==> src/rtl/swst_pkg.sv <==
package swst_pkg;
    // ==========================================
    // Register addresses (7-bit serial address)
    localparam logic [6:0] ADDR_SWITCH_OVERLOAD = 7'h54;
    localparam logic [6:0] ADDR_SWITCH_OPEN_LOAD = 7'h55;
    localparam logic [6:0] ADDR_PARTIAL_WAKE = 7'h70;
    localparam logic [6:0] ADDR_ERROR_TALLY = 7'h71;
    localparam logic [6:0] ADDR_TIMING_HIGH = 7'h72;
    localparam logic [6:0] ADDR_TIMING_LOW = 7'h73;

    // ==========================================
    // Field positions of the partial wake flags register
    localparam int SYNC_BIT = 6;
    localparam int QUIET_BIT = 3;
    localparam int ACTIVE_BIT = 2;
    localparam int PATTERN_BIT = 1;
    localparam int FRAME_BIT = 0;

    // ==========================================
    // Reset values and limits
    localparam logic [7:0] TIMING_HIGH_RESET = 8'hA0;
    localparam logic [3:0] TIMING_LOW_RESET = 4'h0;
    localparam logic [5:0] TALLY_OVERFLOW = 6'h20;
    localparam logic [2:0] MODE_NO_ACTIVATION = 3'h4;
    localparam int MODE_WAKE_BIT = 2;

    // ==========================================
    // Serial frame: 8 command bits then 8 data bits, MSB first
    localparam logic [3:0] CMD_LAST_BIT = 4'h7;
    localparam logic [3:0] FRAME_LAST_BIT = 4'hF;

    typedef enum logic [1:0] {
        SER_IDLE = 2'b00,
        SER_CMD = 2'b01,
        SER_DATA = 2'b11
    } swst_ser_e;
endpackage : swst_pkg

==> src/rtl/swst_status.sv <==
`timescale 1ns/10ps
module swst_status (
    input wire logic clk,
    input wire logic rstn,
    input wire logic soft_reset,
    input wire logic restart,
    input wire logic spi_csn,
    input wire logic spi_sclk,
    input wire logic spi_sdi,
    output logic spi_sdo,
    output logic spi_sdo_oe_n,
    input wire logic [3:0] switch_overload_evt,
    input wire logic [3:0] switch_open_load_evt,
    input wire logic [2:0] can_mode,
    input wire logic config_valid_bit,
    input wire logic config_error,
    input wire logic frame_valid,
    input wire logic frame_error,
    input wire logic bus_silence_exceeded,
    input wire logic wake_pattern_seen,
    input wire logic wake_frame_match,
    input wire logic ratio_strobe,
    input wire logic [11:0] clocks_per_bit_ratio,
    output logic system_fault_flag,
    output logic plain_can_wake_enable,
    output logic partial_wake_active_flag
);
    // ==========================================
    // State
    logic [3:0] overload_r, overload_nxt;
    logic [3:0] open_load_r, open_load_nxt;
    logic sync_r, sync_nxt;
    logic active_r, active_nxt;
    logic pattern_r, pattern_nxt;
    logic frame_r, frame_nxt;
    logic fault_r, fault_nxt;
    logic plain_wake_r, plain_wake_nxt;
    logic [5:0] tally_r, tally_nxt;
    logic [7:0] timing_high_r, timing_high_nxt;
    logic [3:0] timing_low_r, timing_low_nxt;
    logic [2:0] mode_prev_r;
    logic [2:0] mode_prev_nxt;
    swst_pkg::swst_ser_e ser_r, ser_nxt;
    logic sclk_prev_r, sclk_prev_nxt;
    logic [3:0] bit_cnt_r, bit_cnt_nxt;
    logic [7:0] shift_in_r, shift_in_nxt;
    logic [7:0] shift_out_r, shift_out_nxt;
    logic sdo_r, sdo_nxt;
    logic sdo_oe_n_r, sdo_oe_n_nxt;

    logic [7:0] read_data;
    logic [7:0] quiet_view;
    logic [6:0] cmd_addr;
    logic cmd_done;
    logic mode_changed;
    logic overflow;

    // ==========================================
    // Read multiplexer; reserved bits are constant zero
    always_comb begin
        quiet_view = '0;
        quiet_view[swst_pkg::SYNC_BIT] = sync_r;
        quiet_view[swst_pkg::QUIET_BIT] = active_r & bus_silence_exceeded;
        quiet_view[swst_pkg::ACTIVE_BIT] = active_r;
        quiet_view[swst_pkg::PATTERN_BIT] = pattern_r;
        quiet_view[swst_pkg::FRAME_BIT] = frame_r;
        cmd_addr = {shift_in_r[5:0], spi_sdi};
        case (cmd_addr)
            swst_pkg::ADDR_SWITCH_OVERLOAD: read_data = {4'h0, overload_r};
            swst_pkg::ADDR_SWITCH_OPEN_LOAD: read_data = {4'h0, open_load_r};
            swst_pkg::ADDR_PARTIAL_WAKE: read_data = quiet_view;
            swst_pkg::ADDR_ERROR_TALLY: read_data = {2'h0, tally_r};
            swst_pkg::ADDR_TIMING_HIGH: read_data = timing_high_r;
            swst_pkg::ADDR_TIMING_LOW: read_data = {timing_low_r, 4'h0};
            default: read_data = 8'h00;
        endcase
    end

    // ==========================================
    // Next-state logic
    always_comb begin
        ser_nxt = ser_r;
        sclk_prev_nxt = spi_sclk;
        bit_cnt_nxt = bit_cnt_r;
        shift_in_nxt = shift_in_r;
        shift_out_nxt = shift_out_r;
        sdo_nxt = sdo_r;
        sdo_oe_n_nxt = sdo_oe_n_r;
        cmd_done = 1'b0;

        // Serial port: sample on rising clock, shift data out on falling clock
        // Limitation: sclk must be seen high and low for at least one clk edge each
        case (ser_r)
            swst_pkg::SER_IDLE: begin
                sdo_oe_n_nxt = 1'b1;
                if (!spi_csn) begin
                    ser_nxt = swst_pkg::SER_CMD;
                    bit_cnt_nxt = '0;
                    sdo_oe_n_nxt = 1'b0;
                    sdo_nxt = 1'b0;
                end
            end
            swst_pkg::SER_CMD: begin
                if (spi_sclk && !sclk_prev_r) begin
                    shift_in_nxt = {shift_in_r[6:0], spi_sdi};
                    bit_cnt_nxt = bit_cnt_r + 4'h1;
                    if (bit_cnt_r == swst_pkg::CMD_LAST_BIT) begin
                        cmd_done = 1'b1;
                        shift_out_nxt = read_data;
                        ser_nxt = swst_pkg::SER_DATA;
                    end
                end
            end
            swst_pkg::SER_DATA: begin
                if (!spi_sclk && sclk_prev_r) begin
                    sdo_nxt = shift_out_r[7];
                    shift_out_nxt = {shift_out_r[6:0], 1'b0};
                end
                if (spi_sclk && !sclk_prev_r && bit_cnt_r != swst_pkg::FRAME_LAST_BIT) begin
                    bit_cnt_nxt = bit_cnt_r + 4'h1;
                end
            end
            default: ser_nxt = swst_pkg::SER_IDLE;
        endcase
        // Raising csn aborts a frame in any state
        if (spi_csn) begin
            ser_nxt = swst_pkg::SER_IDLE;
            sdo_oe_n_nxt = 1'b1;
        end

        // ==========================================
        // Switch faults; set beats the read clear
        overload_nxt = overload_r;
        open_load_nxt = open_load_r;
        if (cmd_done && cmd_addr == swst_pkg::ADDR_SWITCH_OVERLOAD) begin
            overload_nxt = overload_r & ~read_data[3:0];
        end
        if (cmd_done && cmd_addr == swst_pkg::ADDR_SWITCH_OPEN_LOAD) begin
            open_load_nxt = open_load_r & ~read_data[3:0];
        end
        overload_nxt = overload_nxt | switch_overload_evt;
        open_load_nxt = open_load_nxt | switch_open_load_evt;

        // ==========================================
        // Partial wake control
        mode_prev_nxt = can_mode;
        mode_changed = (can_mode != mode_prev_r);
        sync_nxt = sync_r;
        active_nxt = active_r;
        pattern_nxt = pattern_r;
        frame_nxt = frame_r;
        fault_nxt = fault_r;
        plain_wake_nxt = plain_wake_r;
        tally_nxt = tally_r;

        if (mode_changed && can_mode != swst_pkg::MODE_NO_ACTIVATION) begin
            active_nxt = !fault_r && config_valid_bit && can_mode[swst_pkg::MODE_WAKE_BIT];
            if (active_nxt) begin
                plain_wake_nxt = 1'b0;
                pattern_nxt = 1'b0;
                frame_nxt = 1'b0;
            end
        end
        if (!can_mode[swst_pkg::MODE_WAKE_BIT]) begin
            active_nxt = 1'b0;
        end

        // Error wins over valid in one cycle; tally freezes at overflow
        if (active_r) begin
            if (frame_error && tally_r != swst_pkg::TALLY_OVERFLOW) begin
                tally_nxt = tally_r + 6'h01;
            end else if (frame_valid && tally_r != 6'h00) begin
                tally_nxt = tally_r - 6'h01;
            end
            if (frame_valid) begin
                sync_nxt = 1'b1;
            end
            if (wake_pattern_seen) begin
                pattern_nxt = 1'b1;
            end
            if (wake_frame_match) begin
                frame_nxt = 1'b1;
            end
        end

        overflow = (tally_nxt == swst_pkg::TALLY_OVERFLOW) && active_r;
        if (overflow) begin
            active_nxt = 1'b0;
            plain_wake_nxt = 1'b1;
        end
        // Fault only tracks while the wake mode bit is set
        if (can_mode[swst_pkg::MODE_WAKE_BIT] && (overflow || config_error)) begin
            fault_nxt = 1'b1;
        end
        if (!active_nxt) begin
            sync_nxt = 1'b0;
        end

        // ==========================================
        // Ratio snapshot; both halves load together except under restart, which holds only the high byte
        timing_high_nxt = timing_high_r;
        timing_low_nxt = timing_low_r;
        if (ratio_strobe) begin
            timing_high_nxt = clocks_per_bit_ratio[11:4];
            timing_low_nxt = clocks_per_bit_ratio[3:0];
        end

        // ==========================================
        // Restart keeps the switch faults, timing high byte, tally and sync flag; reserved bits have no storage to clear
        if (restart) begin
            overload_nxt = overload_r;
            open_load_nxt = open_load_r;
            timing_high_nxt = timing_high_r;
            tally_nxt = tally_r;
            sync_nxt = sync_r;
        end
        if (soft_reset) begin
            overload_nxt = '0;
            open_load_nxt = '0;
            sync_nxt = 1'b0;
            active_nxt = 1'b0;
            pattern_nxt = 1'b0;
            frame_nxt = 1'b0;
            fault_nxt = 1'b0;
            plain_wake_nxt = 1'b0;
            tally_nxt = '0;
            timing_high_nxt = swst_pkg::TIMING_HIGH_RESET;
            timing_low_nxt = swst_pkg::TIMING_LOW_RESET;
        end
    end

    // ==========================================
    // Registers
    always_ff @(posedge clk or negedge rstn) begin
        if (!rstn) begin
            overload_r <= '0;
            open_load_r <= '0;
            sync_r <= 1'b0;
            active_r <= 1'b0;
            pattern_r <= 1'b0;
            frame_r <= 1'b0;
            fault_r <= 1'b0;
            plain_wake_r <= 1'b0;
            tally_r <= '0;
            timing_high_r <= swst_pkg::TIMING_HIGH_RESET;
            timing_low_r <= swst_pkg::TIMING_LOW_RESET;
            mode_prev_r <= '0;
            ser_r <= swst_pkg::SER_IDLE;
            sclk_prev_r <= 1'b0;
            bit_cnt_r <= '0;
            shift_in_r <= '0;
            shift_out_r <= '0;
            sdo_r <= 1'b0;
            sdo_oe_n_r <= 1'b1;
        end else begin
            overload_r <= overload_nxt;
            open_load_r <= open_load_nxt;
            sync_r <= sync_nxt;
            active_r <= active_nxt;
            pattern_r <= pattern_nxt;
            frame_r <= frame_nxt;
            fault_r <= fault_nxt;
            plain_wake_r <= plain_wake_nxt;
            tally_r <= tally_nxt;
            timing_high_r <= timing_high_nxt;
            timing_low_r <= timing_low_nxt;
            mode_prev_r <= mode_prev_nxt;
            ser_r <= ser_nxt;
            sclk_prev_r <= sclk_prev_nxt;
            bit_cnt_r <= bit_cnt_nxt;
            shift_in_r <= shift_in_nxt;
            shift_out_r <= shift_out_nxt;
            sdo_r <= sdo_nxt;
            sdo_oe_n_r <= sdo_oe_n_nxt;
        end
    end

    assign spi_sdo = sdo_r;
    assign spi_sdo_oe_n = sdo_oe_n_r;
    assign system_fault_flag = fault_r;
    assign plain_can_wake_enable = plain_wake_r;
    assign partial_wake_active_flag = active_r;
endmodule : swst_status

==> config.mk <==
export PLATFORM = sky130hd
export DESIGN_NAME = swst_status
export DESIGN_NICKNAME = d
export VERILOG_FILES = /design/src/rtl/swst_pkg.sv /design/src/rtl/swst_status.sv
export SDC_FILE = /design/constraint.sdc
export NUM_CORES = 1
export LEC_CHECK = 0
export CAP_MARGIN = 10
export CELL_PAD_IN_SITES_DETAIL_PLACEMENT = 0
export CELL_PAD_IN_SITES_GLOBAL_PLACEMENT = 1
export CORE_MARGIN = 2
export CORE_UTILIZATION = 52
export DETAILED_ROUTE_END_ITERATION = 10
export DONT_BUFFER_PORTS = 1
export MAX_ROUTING_LAYER = met4
export PLACE_DENSITY = 0.82
export SLEW_MARGIN = 15
export SYNTH_ARGS = -nofsm -noshare
export SYNTH_HDL_FRONTEND = slang
export SYNTH_SLANG_ARGS = --single-unit
export TNS_END_PERCENT = 5
==> constraint.sdc <==
create_clock -name clk -period 5.6 [get_ports clk]
set_input_delay 0.56 -clock clk [delete_from_list [all_inputs] [get_ports clk]]
set_output_delay 0.56 -clock clk [all_outputs]
set_load 0.02 [all_outputs]
; Word-level counts from Yosys, hierarchy flattened
; Index checks and enable logic that the tools add are counted.
[classes]
add_sub_neg = 3
n_eq_ne = 25
muxes = 62
bitwise = 6
n_reduce_logical = 34
[op_table]
columns = op, count
row1 = $mux W8, 6
row2 = $pmux W8 S6, 1
row3 = $mux W4, 11
row4 = $eq A7 B7 Y1 const B, 6
row5 = $mux W1, 32
row6 = $mux W6, 5
row7 = $pmux W8 S2, 1
row8 = $ne A3 B3 Y1 const B, 5
row9 = $ne A2 B2 Y1 const B, 7
row10 = $logic_and A1 B1 Y1, 12
row11 = $pmux W4 S3, 1
row12 = $reduce_bool A2 Y1, 5
row13 = $reduce_and A3 Y1, 3
row14 = $reduce_bool A3 Y1, 3
row15 = $and A4 B4 Y4, 2
row16 = $or A4 B4 Y4, 2
row17 = $reduce_and A4 Y1, 2
row18 = $add A6 B1 Y6 const B, 1
row19 = $eq A6 B6 Y1 const B, 1
row20 = $mux W2, 3
row21 = $ne A6 B6 Y1 const B, 1
row22 = $pmux W2 S3, 1
row23 = $reduce_and A2 Y1, 3
row24 = $reduce_bool A6 Y1, 1
row25 = other kinds (13), 15
[word_totals]
register_bits = 58
input_bits = 38
output_inout_bits = 5
elab_cells = 149

; Logic depth before layout (Yosys ltp)
; Gate-level depths: netlist (run 1).
[logic_depth]
ltp_word = 11
ltp_mapped = 9
depth_no_buf = 9

; Worst setup path before layout (run 1)
; No wires, ideal clock.
[synth_path]
path_type = reg2reg
startpoint = register tally_r[0]
endpoint = register sync_r
setup_time_ns = 0.121
t_arrival_ns = 2.531
t_required_ns = 5.479
setup_slack_ns = 2.948
path_stages_with_launch = 10
n_path_buf = 0
period_less_slack_ns = 2.652
cell_sequence = dfrtp_1 -> inv_1 -> ha_1 -> nor4b_4 -> mux2i_1 -> o21ai_0 -> nor4b_1 -> nor3_1 -> or4_4 -> a22o_1
[synth_via]
elab_chain_cells = 11
word_cells_on_any_way = 18
cone_classes = add/sub: 2 / eq/ne: 4 / mux: 7 / reduce/logical: 5
[synth_rtl]
columns = element, line_no
row1 = "start, declared", swst_status.sv:38  ; logic [5:0] tally_r, tally_nxt;
row2 = "start signal, assigned", swst_status.sv:264  ; tally_r <= tally_nxt;
row3 = branches (longest 4 deep; another with $sub A6 B1 Y6), --
row4 = $mux W6 (*), swst_status.sv:169  ; if (active_r) begin
row5 = $eq A6 B6 Y1 (*), swst_status.sv:186  ; overflow = (tally_nxt == swst_pkg::TALLY_OVERFLOW) && active_r;
row6 = $logic_and A1 B1 Y1 (*), swst_status.sv:186
row7 = $mux W1 (*), swst_status.sv:187  ; if (overflow) begin
row8 = $mux W1, swst_status.sv:195  ; if (!active_nxt) begin
row9 = $mux W1, swst_status.sv:210  ; if (restart) begin
row10 = $mux W1, swst_status.sv:217  ; if (soft_reset) begin
row11 = "end signal, assigned", swst_status.sv:258  ; sync_r <= sync_nxt;
row12 = "end, declared", swst_status.sv:32  ; logic sync_r, sync_nxt;
; Every way passes the cells marked *. The select of a mux whose other input is x is not followed.
; A chain may end at the register's enable or synchronous reset.

; Worst setup path in the final report (run 1)
; Same ends and word-level chain as after synthesis.

==> summary.txt, run 1 <==
Route
  • DR DRC count: 0
  • Vias: 2,557
  • Initial DRC count: approximately 170
  • First-pass DRT Iterations: 5
  • WL per Instance: 17.2 um
  • DRT Wirelength: ~7400 um
  • Remaining antenna violation count: 0
  • Vias per inst: 5.95

CTS
  • TritonCTS Buffers: 9
  • Sink Count: just under 60
  • Htree depth: 3
  • Clock buffer depth: 2
  • Clk slew on worst S/H paths: 0.07 ns
  • TritonCTS clock tree: yes
  • Worst skew pair latency: 0.34 ns
  • Post-CTS Resized: 0
  • Setup Fix Bufs, Post-CTS: 0
  • Root Driver: clkbuf_8

Logic synthesis
  • Ys async rst share: 1.00
  • Synth unique cells: 53
  • Synth Flop Type: dfrtp_1
  • Synthesized Nets: 400
  • Mean Syn Cell Area: 9.05 um2
  • Seq cells post-synth: between 50 and 60
  • Cell count after synthesis: between 300 and 400
  • Post-synthesis sequential area ratio: 0.449
  • Post-synth EDFFs: 0
  • YS warnings: 0
  • Cell Area, Synth: 3240 um2

Cells and area
  • Layout area overhead: 7.69%
  • Fillers: 547
  • Layout Cells excl Fill: 430
  • Register area: 1460 um2
  • # diodes: 0
  • Nets: 392
  • Post-route cell area: 3490 um2
  • Proportion of layout cells with a drive suffix above 1: 0.104
  • Footprint of the multi-input gates: 1660 um2

Critical path
  • Setup crit start kind: flip-flop
  • Cell family with most CP delay: simple AND/OR/NAND/NOR gates
  • Crit Path Category: flip-flop to flip-flop
  • Flop-to-flop setup slack: 2.62 ns
  • WP buf/inv: 1
  • CP Cell Sequence: inv_1, ha_1, nor4b_4, mux2i_1, o21ai_0, nor4b_1, nor3_1, or4_4, a22o_1
  • Crit path capture type: flip-flop
  • WP data arrival: 3.21 ns
  • Slowest stage delay, CP: 0.53 ns
  • Worst-path maximum fanout: 10
  • Slowest stage cell, crit path: or4_4
  • Crit path required time: 5.83 ns

Die
  • Die Height: 82.9 um
  • Core area: 5960 um2
  • Die Width: 82.9 um
  • FP Rows: 28
  • I/O Pins: 43
  • DIE AREA: 6880 um2
  • Initial core utilization: 0.544

Timing
  • # setup viols final: 0
  • Fin. max-slew vios: 0
  • Least-Margin Pin Slew: 0.710 ns
  • RSZ-0062 raised after global routing: no
  • Fin. Hold Viols: 0
  • Crit share post-route: 0.532
  • Clock skew: 0.00990 ns
  • Fmax: between 0.3 and 0.4 GHz
  • Setup tns final: 0 ns
  • Final worst path period need: 2.98 ns
  • Worst rel slew slack: 0.526
  • Final worst slack: 2.62 ns

Power and ir drop
  • Clock power frac: 0.402
  • Worst-case vdd ir drop: 0.000208 V
  • Leak: 1.47 nW
  • Switching share of power: 0.263
  • Sw power: approximately 270 uW
  • Combinational power share: 0.106
  • Cell Pwr Density: 297 nW/um2
  • Int Pwr: 763 uW
  • Total power: 1.04 mW
  • Sequential power share: 0.493

Placed design
  • Placed Area: around 3200 um2
  • Port Buffers: 0
  • Routability congestion estimate: 0.843
  • Place WS: between 2 and 3 ns
  • Placed insts: around 410
  • DP HPWL: 5010 um

GRT
  • Largest net degree at the start of global routing: 56
  • First-pass GRT wire length: 12,400 um
  • Grt ovf: 0
  • Initial antenna violation count: 0
  • Vias in the first global route: 2,483
  • Total track usage: 0.230

Hold path
  • Hold crit path type: primary input to asynchronous set/reset pin

Flow run
  • Max-cap violations: 0

Outcome
  • Status: finished clean
[cells by family after synthesis]
family,share of synthesized area
adder cells (fa/ha/maj),0.0155
XOR/XNOR,0.0162
AND/OR/NAND/NOR,0.217
flip-flops,0.449
AO/OA/AOI/OAI,0.193
buffers and inverters,0.0382
multiplexers,0.0715
[layout by cell type, fill, tap and decap left out, types with 2 or more instances in the layout]
cell type,n
dfrtp_1,55
nand2_1,44
nor2_1,36
a21oi_1,32
o21ai_0,31
mux2i_1,13
nand2b_1,12
clkbuf_8,12
a22oi_1,10
nand3_1,10
mux2_2,9
inv_1,8
nand3b_1,6
nor2b_1,6
nor4b_1,4
nor3_1,4
or3_1,4
ha_1,4
xor2_1,3
xnor2_1,3
a31oi_1,3
a21o_1,3
a22o_1,3
dfstp_2,3
and3_1,2
nor4_1,2
a32o_1,2
nor3b_1,2
clkinv_2,2
[worst paths after layout]
check	start	end	cells past startpoint
min in group clk	spi_sclk	sclk_prev_r	0
worst min-delay path	rstn	timing_high_r[5]	0
worst min register to register	timing_high_r[5]	timing_high_r[5]	2
worst max-delay path	tally_r[0]	sync_r	9
worst max register to register	tally_r[0]	sync_r	9
max in group asynchronous	rstn	open_load_r[1]	1
[power groups by stage]
stage / sequential, mW / combinational, mW / clock (mW)
3_5_place_dp: 0.517 / 0.100 / 0
2_1_floorplan: 0.501 / 0.0969 / 0
5_1_grt: 0.517 / 0.125 / 0.445
4_1_cts: 0.509 / 0.111 / 0.423
3_3_place_gp: 0.515 / 0.0978 / 0
6_report: 0.510 / 0.109 / 0.416
[state kept, by name (all words and copies together) (netlist names), 2 cells and up]
register / flops
timing_high_r: 8
overload_r: 4
mode_prev_r: 3
shift_in_r: 6
open_load_r: 4
bit_cnt_r: 4
ser_r: 2
timing_low_r: 4
tally_r: 6
shift_out_r: 8
[synthesized netlist by cell type, drive strengths merged (4+ instances only)]
| cell type | number | share of area |
|---|---|---|
| nand2b | 12 | 0.023 |
| clkbuf | 18 | 0.021 |
| dfrtp | 55 | 0.42 |
| nor2 | 36 | 0.042 |
| nor4b | 5 | 0.018 |
| nor2b | 6 | 0.012 |
| nor3 | 4 | 0.0062 |
| ha | 4 | 0.015 |
| a21oi | 32 | 0.049 |
| mux2i | 13 | 0.040 |
| nand2 | 44 | 0.051 |
| nand3 | 10 | 0.015 |
| or3 | 4 | 0.0077 |
| inv | 8 | 0.0093 |
| mux2 | 9 | 0.031 |
| o21ai | 31 | 0.048 |
| a22oi | 10 | 0.023 |
| nand3b | 6 | 0.014 |
[timing repair]
| item | 4_1_cts | 5_1_grt |
|---|---|---|
| endpoints found under the hold margin | 55 | 0 |
| endpoints found under the setup margin | 0 | 0 |
| hold buffers | 1 | 0 |
[metal layers]
metal  GRT usage  up-vias  part of all wire
met5           -        -                 0
met4      0.0849        0             0.018
met3      0.0537       12             0.058
met2       0.330       72              0.45
met1       0.321     1213              0.47
li1            -     1260                 -
[worst reg2reg max path: cells and delay by family (launching register included)]
family	cells	cell delay (ns)
AOI/OAI and AO/OA	2	0.37
buffers and inverters	1	0.16
muxes	1	0.26
adders and majority gates	1	0.21
DFF	1	0.44
and+or+nand+nor	4	1.44
[metrics by stage]
stage	util	hold slack, ns
floorplan	-	0.264
global placement	0.545	0.266
detailed placement	0.545	0.267
CTS	0.586	0.0449
global route	0.586	0.0351
finish	0.586	0.0572
[area by class of cell]
type | count | share of cell area
Sequential cell | 58 | 0.417
Clock buffer | 12 | 0.0473
Multi-Input combinational cell | 271 | 0.476
Inverter | 8 | 0.00861
Clock inverter | 4 | 0.0140
Tap cell | 75 | 0.0269
Timing Repair Buffer | 2 | 0.0100
Power figures use the tool's default switching activity.
==> run 2, diff against run 1 <==
CORE_UTILIZATION = 44   (was 52)
PLACE_DENSITY = 0.74   (was 0.82)
clock period = 2.7 ns   (was 5.6 ns; I/O delays follow)
==> run 2 against run 1 <==
Effect of this change: total power increased by 100%; utilization decreased by 7.6 points; sequential power increased by 110%; die area increased by 17%; maximum frequency increased by 16%; hold slack got worse by 0.0075 ns; combinational power increased by 130%; flip-flop and latch count unchanged; non-clock buffer count increased by 19; global-route usage decreased by 2.7 points.
==> summary.txt, run 2 (same netlist as run 1, synthesis figures left out) <==
Timing
  • Crit share post-route: 0.955
  • Setup tns final: 0 ns
  • Fin. max-slew vios: 0
  • Worst rel slew slack: 0.588
  • # setup viols final: 0
  • Fmax: 0.388 GHz
  • Final worst path period need: 2.58 ns
  • Fin. Hold Viols: 0
  • Clock skew: between 0.01 and 0.015 ns
  • Final worst slack: 0.123 ns
  • Least-Margin Pin Slew: 0.617 ns

GRT
  • Total track usage: 0.203
  • Grt ovf: 0
  • First-pass GRT wire length: approximately 13,000 um
  • Largest net degree at the start of global routing: 59
  • Initial antenna violation count: 0
  • Vias in the first global route: 2,573

CTS
  • TritonCTS clock tree: yes
  • Worst skew pair latency: 0.34 ns
  • Sink Count: 58
  • Clk slew on worst S/H paths: 0.07 ns
  • Clock buffer depth: 2
  • Root Driver: clkbuf_8
  • Htree depth: 3
  • TritonCTS Buffers: 9

Placed design
  • Routability congestion estimate: 0.779
  • Placed Area: 3350 um2
  • Place WS: 0.0925 ns
  • Placed insts: roughly 450
  • DP HPWL: 5240 um
  • Port Buffers: 0

Cells and area
  • Layout area overhead: 13.0%
  • Nets: 411
  • Regs by FF count: shift_out_r x8, timing_high_r x8
  • # diodes: 0
  • Post-route cell area: 3660 um2
  • Commonest cells after routing, fill and taps aside: 55 x dfrtp_1, 44 x nand2_1, 36 x nor2_1
  • Layout Cells excl Fill: 473
  • Fillers: 692
  • Proportion of layout cells with a drive suffix above 1: 0.131
  • Leading cell type in the layout, fill and taps excluded: dfrtp_1
  • Layout Utilization: 0.510

Power and ir drop
  • Cell Pwr Density: 573 nW/um2
  • Worst-case vdd ir drop: 0.000360 V
  • Leak: 1.54 nW

Critical path
  • WP data arrival: 2.80 ns
  • Slowest stage delay, CP: 0.45 ns
  • Worst-path maximum fanout: 4
  • Slowest stage cell, crit path: or4_4
  • Crit path capture type: flip-flop
  • Crit Path Category: flip-flop to flip-flop
  • Setup crit start kind: flip-flop
  • Crit path required time: between 2 and 3 ns
  • CP Cell Sequence: inv_1, ha_1, nor4b_4, buf_4, mux2i_2, nand2_1, o22a_1, xnor2_1, or4_4, a22o_1

Die
  • Die Height: 89.8 um
  • Initial core utilization: 0.451
  • Die Width: between 80 and 90 um
  • FP Rows: 31
  • DIE AREA: 8060 um2
  • Core area: around 7200 um2
  • I/O Pins: 43

Route
  • First-pass DRT Iterations: 4
  • DR DRC count: 0
  • Vias: 2,646
  • WL per Instance: around 16 um
  • Vias per inst: 5.59
  • DRT Wirelength: about 7600 um
  • Remaining antenna violation count: 0
  • Initial DRC count: around 130

Flow run
  • Max-cap violations: 0

Outcome
  • Status: finished clean

Hold path
  • Hold crit path type: primary input to flip-flop
==> run 2: cell count changes in the layout (fill, tap and decap cells not counted), sizes merged <==
cell,delta
clkinvlp,+1
dlygate4sd3,+6
clkinv,-1
buf,+13
==> run 2: path summary, 6_finish.rpt <==
kind	startpoint	endpoint	slack [ns]	cells past startpoint
worst max-delay path	tally_r[1]	sync_r	0.12	10
worst min-delay path	soft_reset	timing_high_r[7]	0.05	1
worst max register to register	tally_r[1]	sync_r	0.12	10
worst min register to register	timing_high_r[7]	timing_high_r[7]	0.49	2
max in group asynchronous	rstn	timing_high_r[5]	1.94	2
min in group asynchronous	rstn	mode_prev_r[0]	0.46	2
==> run 2: per-stage QoR <==
stage / hold slack, ns / power [mW]
4_1_cts: 0.0228 / 2.12
6_report: 0.0497 / 2.10
3_3_place_gp: -0.0246 / 1.28
3_5_place_dp: -0.0246 / 1.28
2_1_floorplan: -0.0256 / 1.24
5_1_grt: 0.0389 / 2.21
==> run 2: per-layer routing <==
metal,GRT usage,vias to the layer above,wire [um]
met1,0.275,1275,3560
met2,0.303,62,3560
met4,0.0782,0,106
met3,0.0411,9,362
met5,-,-,0
li1,-,1300,-
==> run 2: repair_timing <==
item / CTS / global route
hold buffers: 8 / 0
gates resized for setup: 0 / 1
buffers inserted: 0 / 2
endpoints found under the setup margin: 0 / 3
endpoints found under the hold margin: 93 / 0
==> run 2: critical path: cells and delay by family, from the launching register on <==
kind            cells  cell delay, ns
compound gates      2            0.43
mux                 1            0.25
flops               1            0.38
xor+xnor            1            0.13
buf+inv             2            0.27
simple gates        3            0.85
fa+ha+maj           1            0.18
==> run 2: final cells by class <==
type	count	area (um2)	area share
Timing Repair Buffer	21	190	0.0520
Sequential cell	58	1460	0.398
Tap cell	99	124	0.0338
Clock buffer	12	145	0.0397
Clock inverter	4	51.3	0.0140
Multi-Input combinational cell	271	1660	0.455
Inverter	8	30.0	0.00821
==> run 2: report_power, final <==
group / switching, mW / leakage, nW / internal (mW) / total, mW
Clock: 0.344 / 0.0966 / 0.452 / 0.796
Combinational: 0.123 / 0.685 / 0.126 / 0.249
Sequential: 0.0859 / 0.756 / 0.967 / 1.05
Total: 0.553 / 1.54 / 1.54 / 2.10
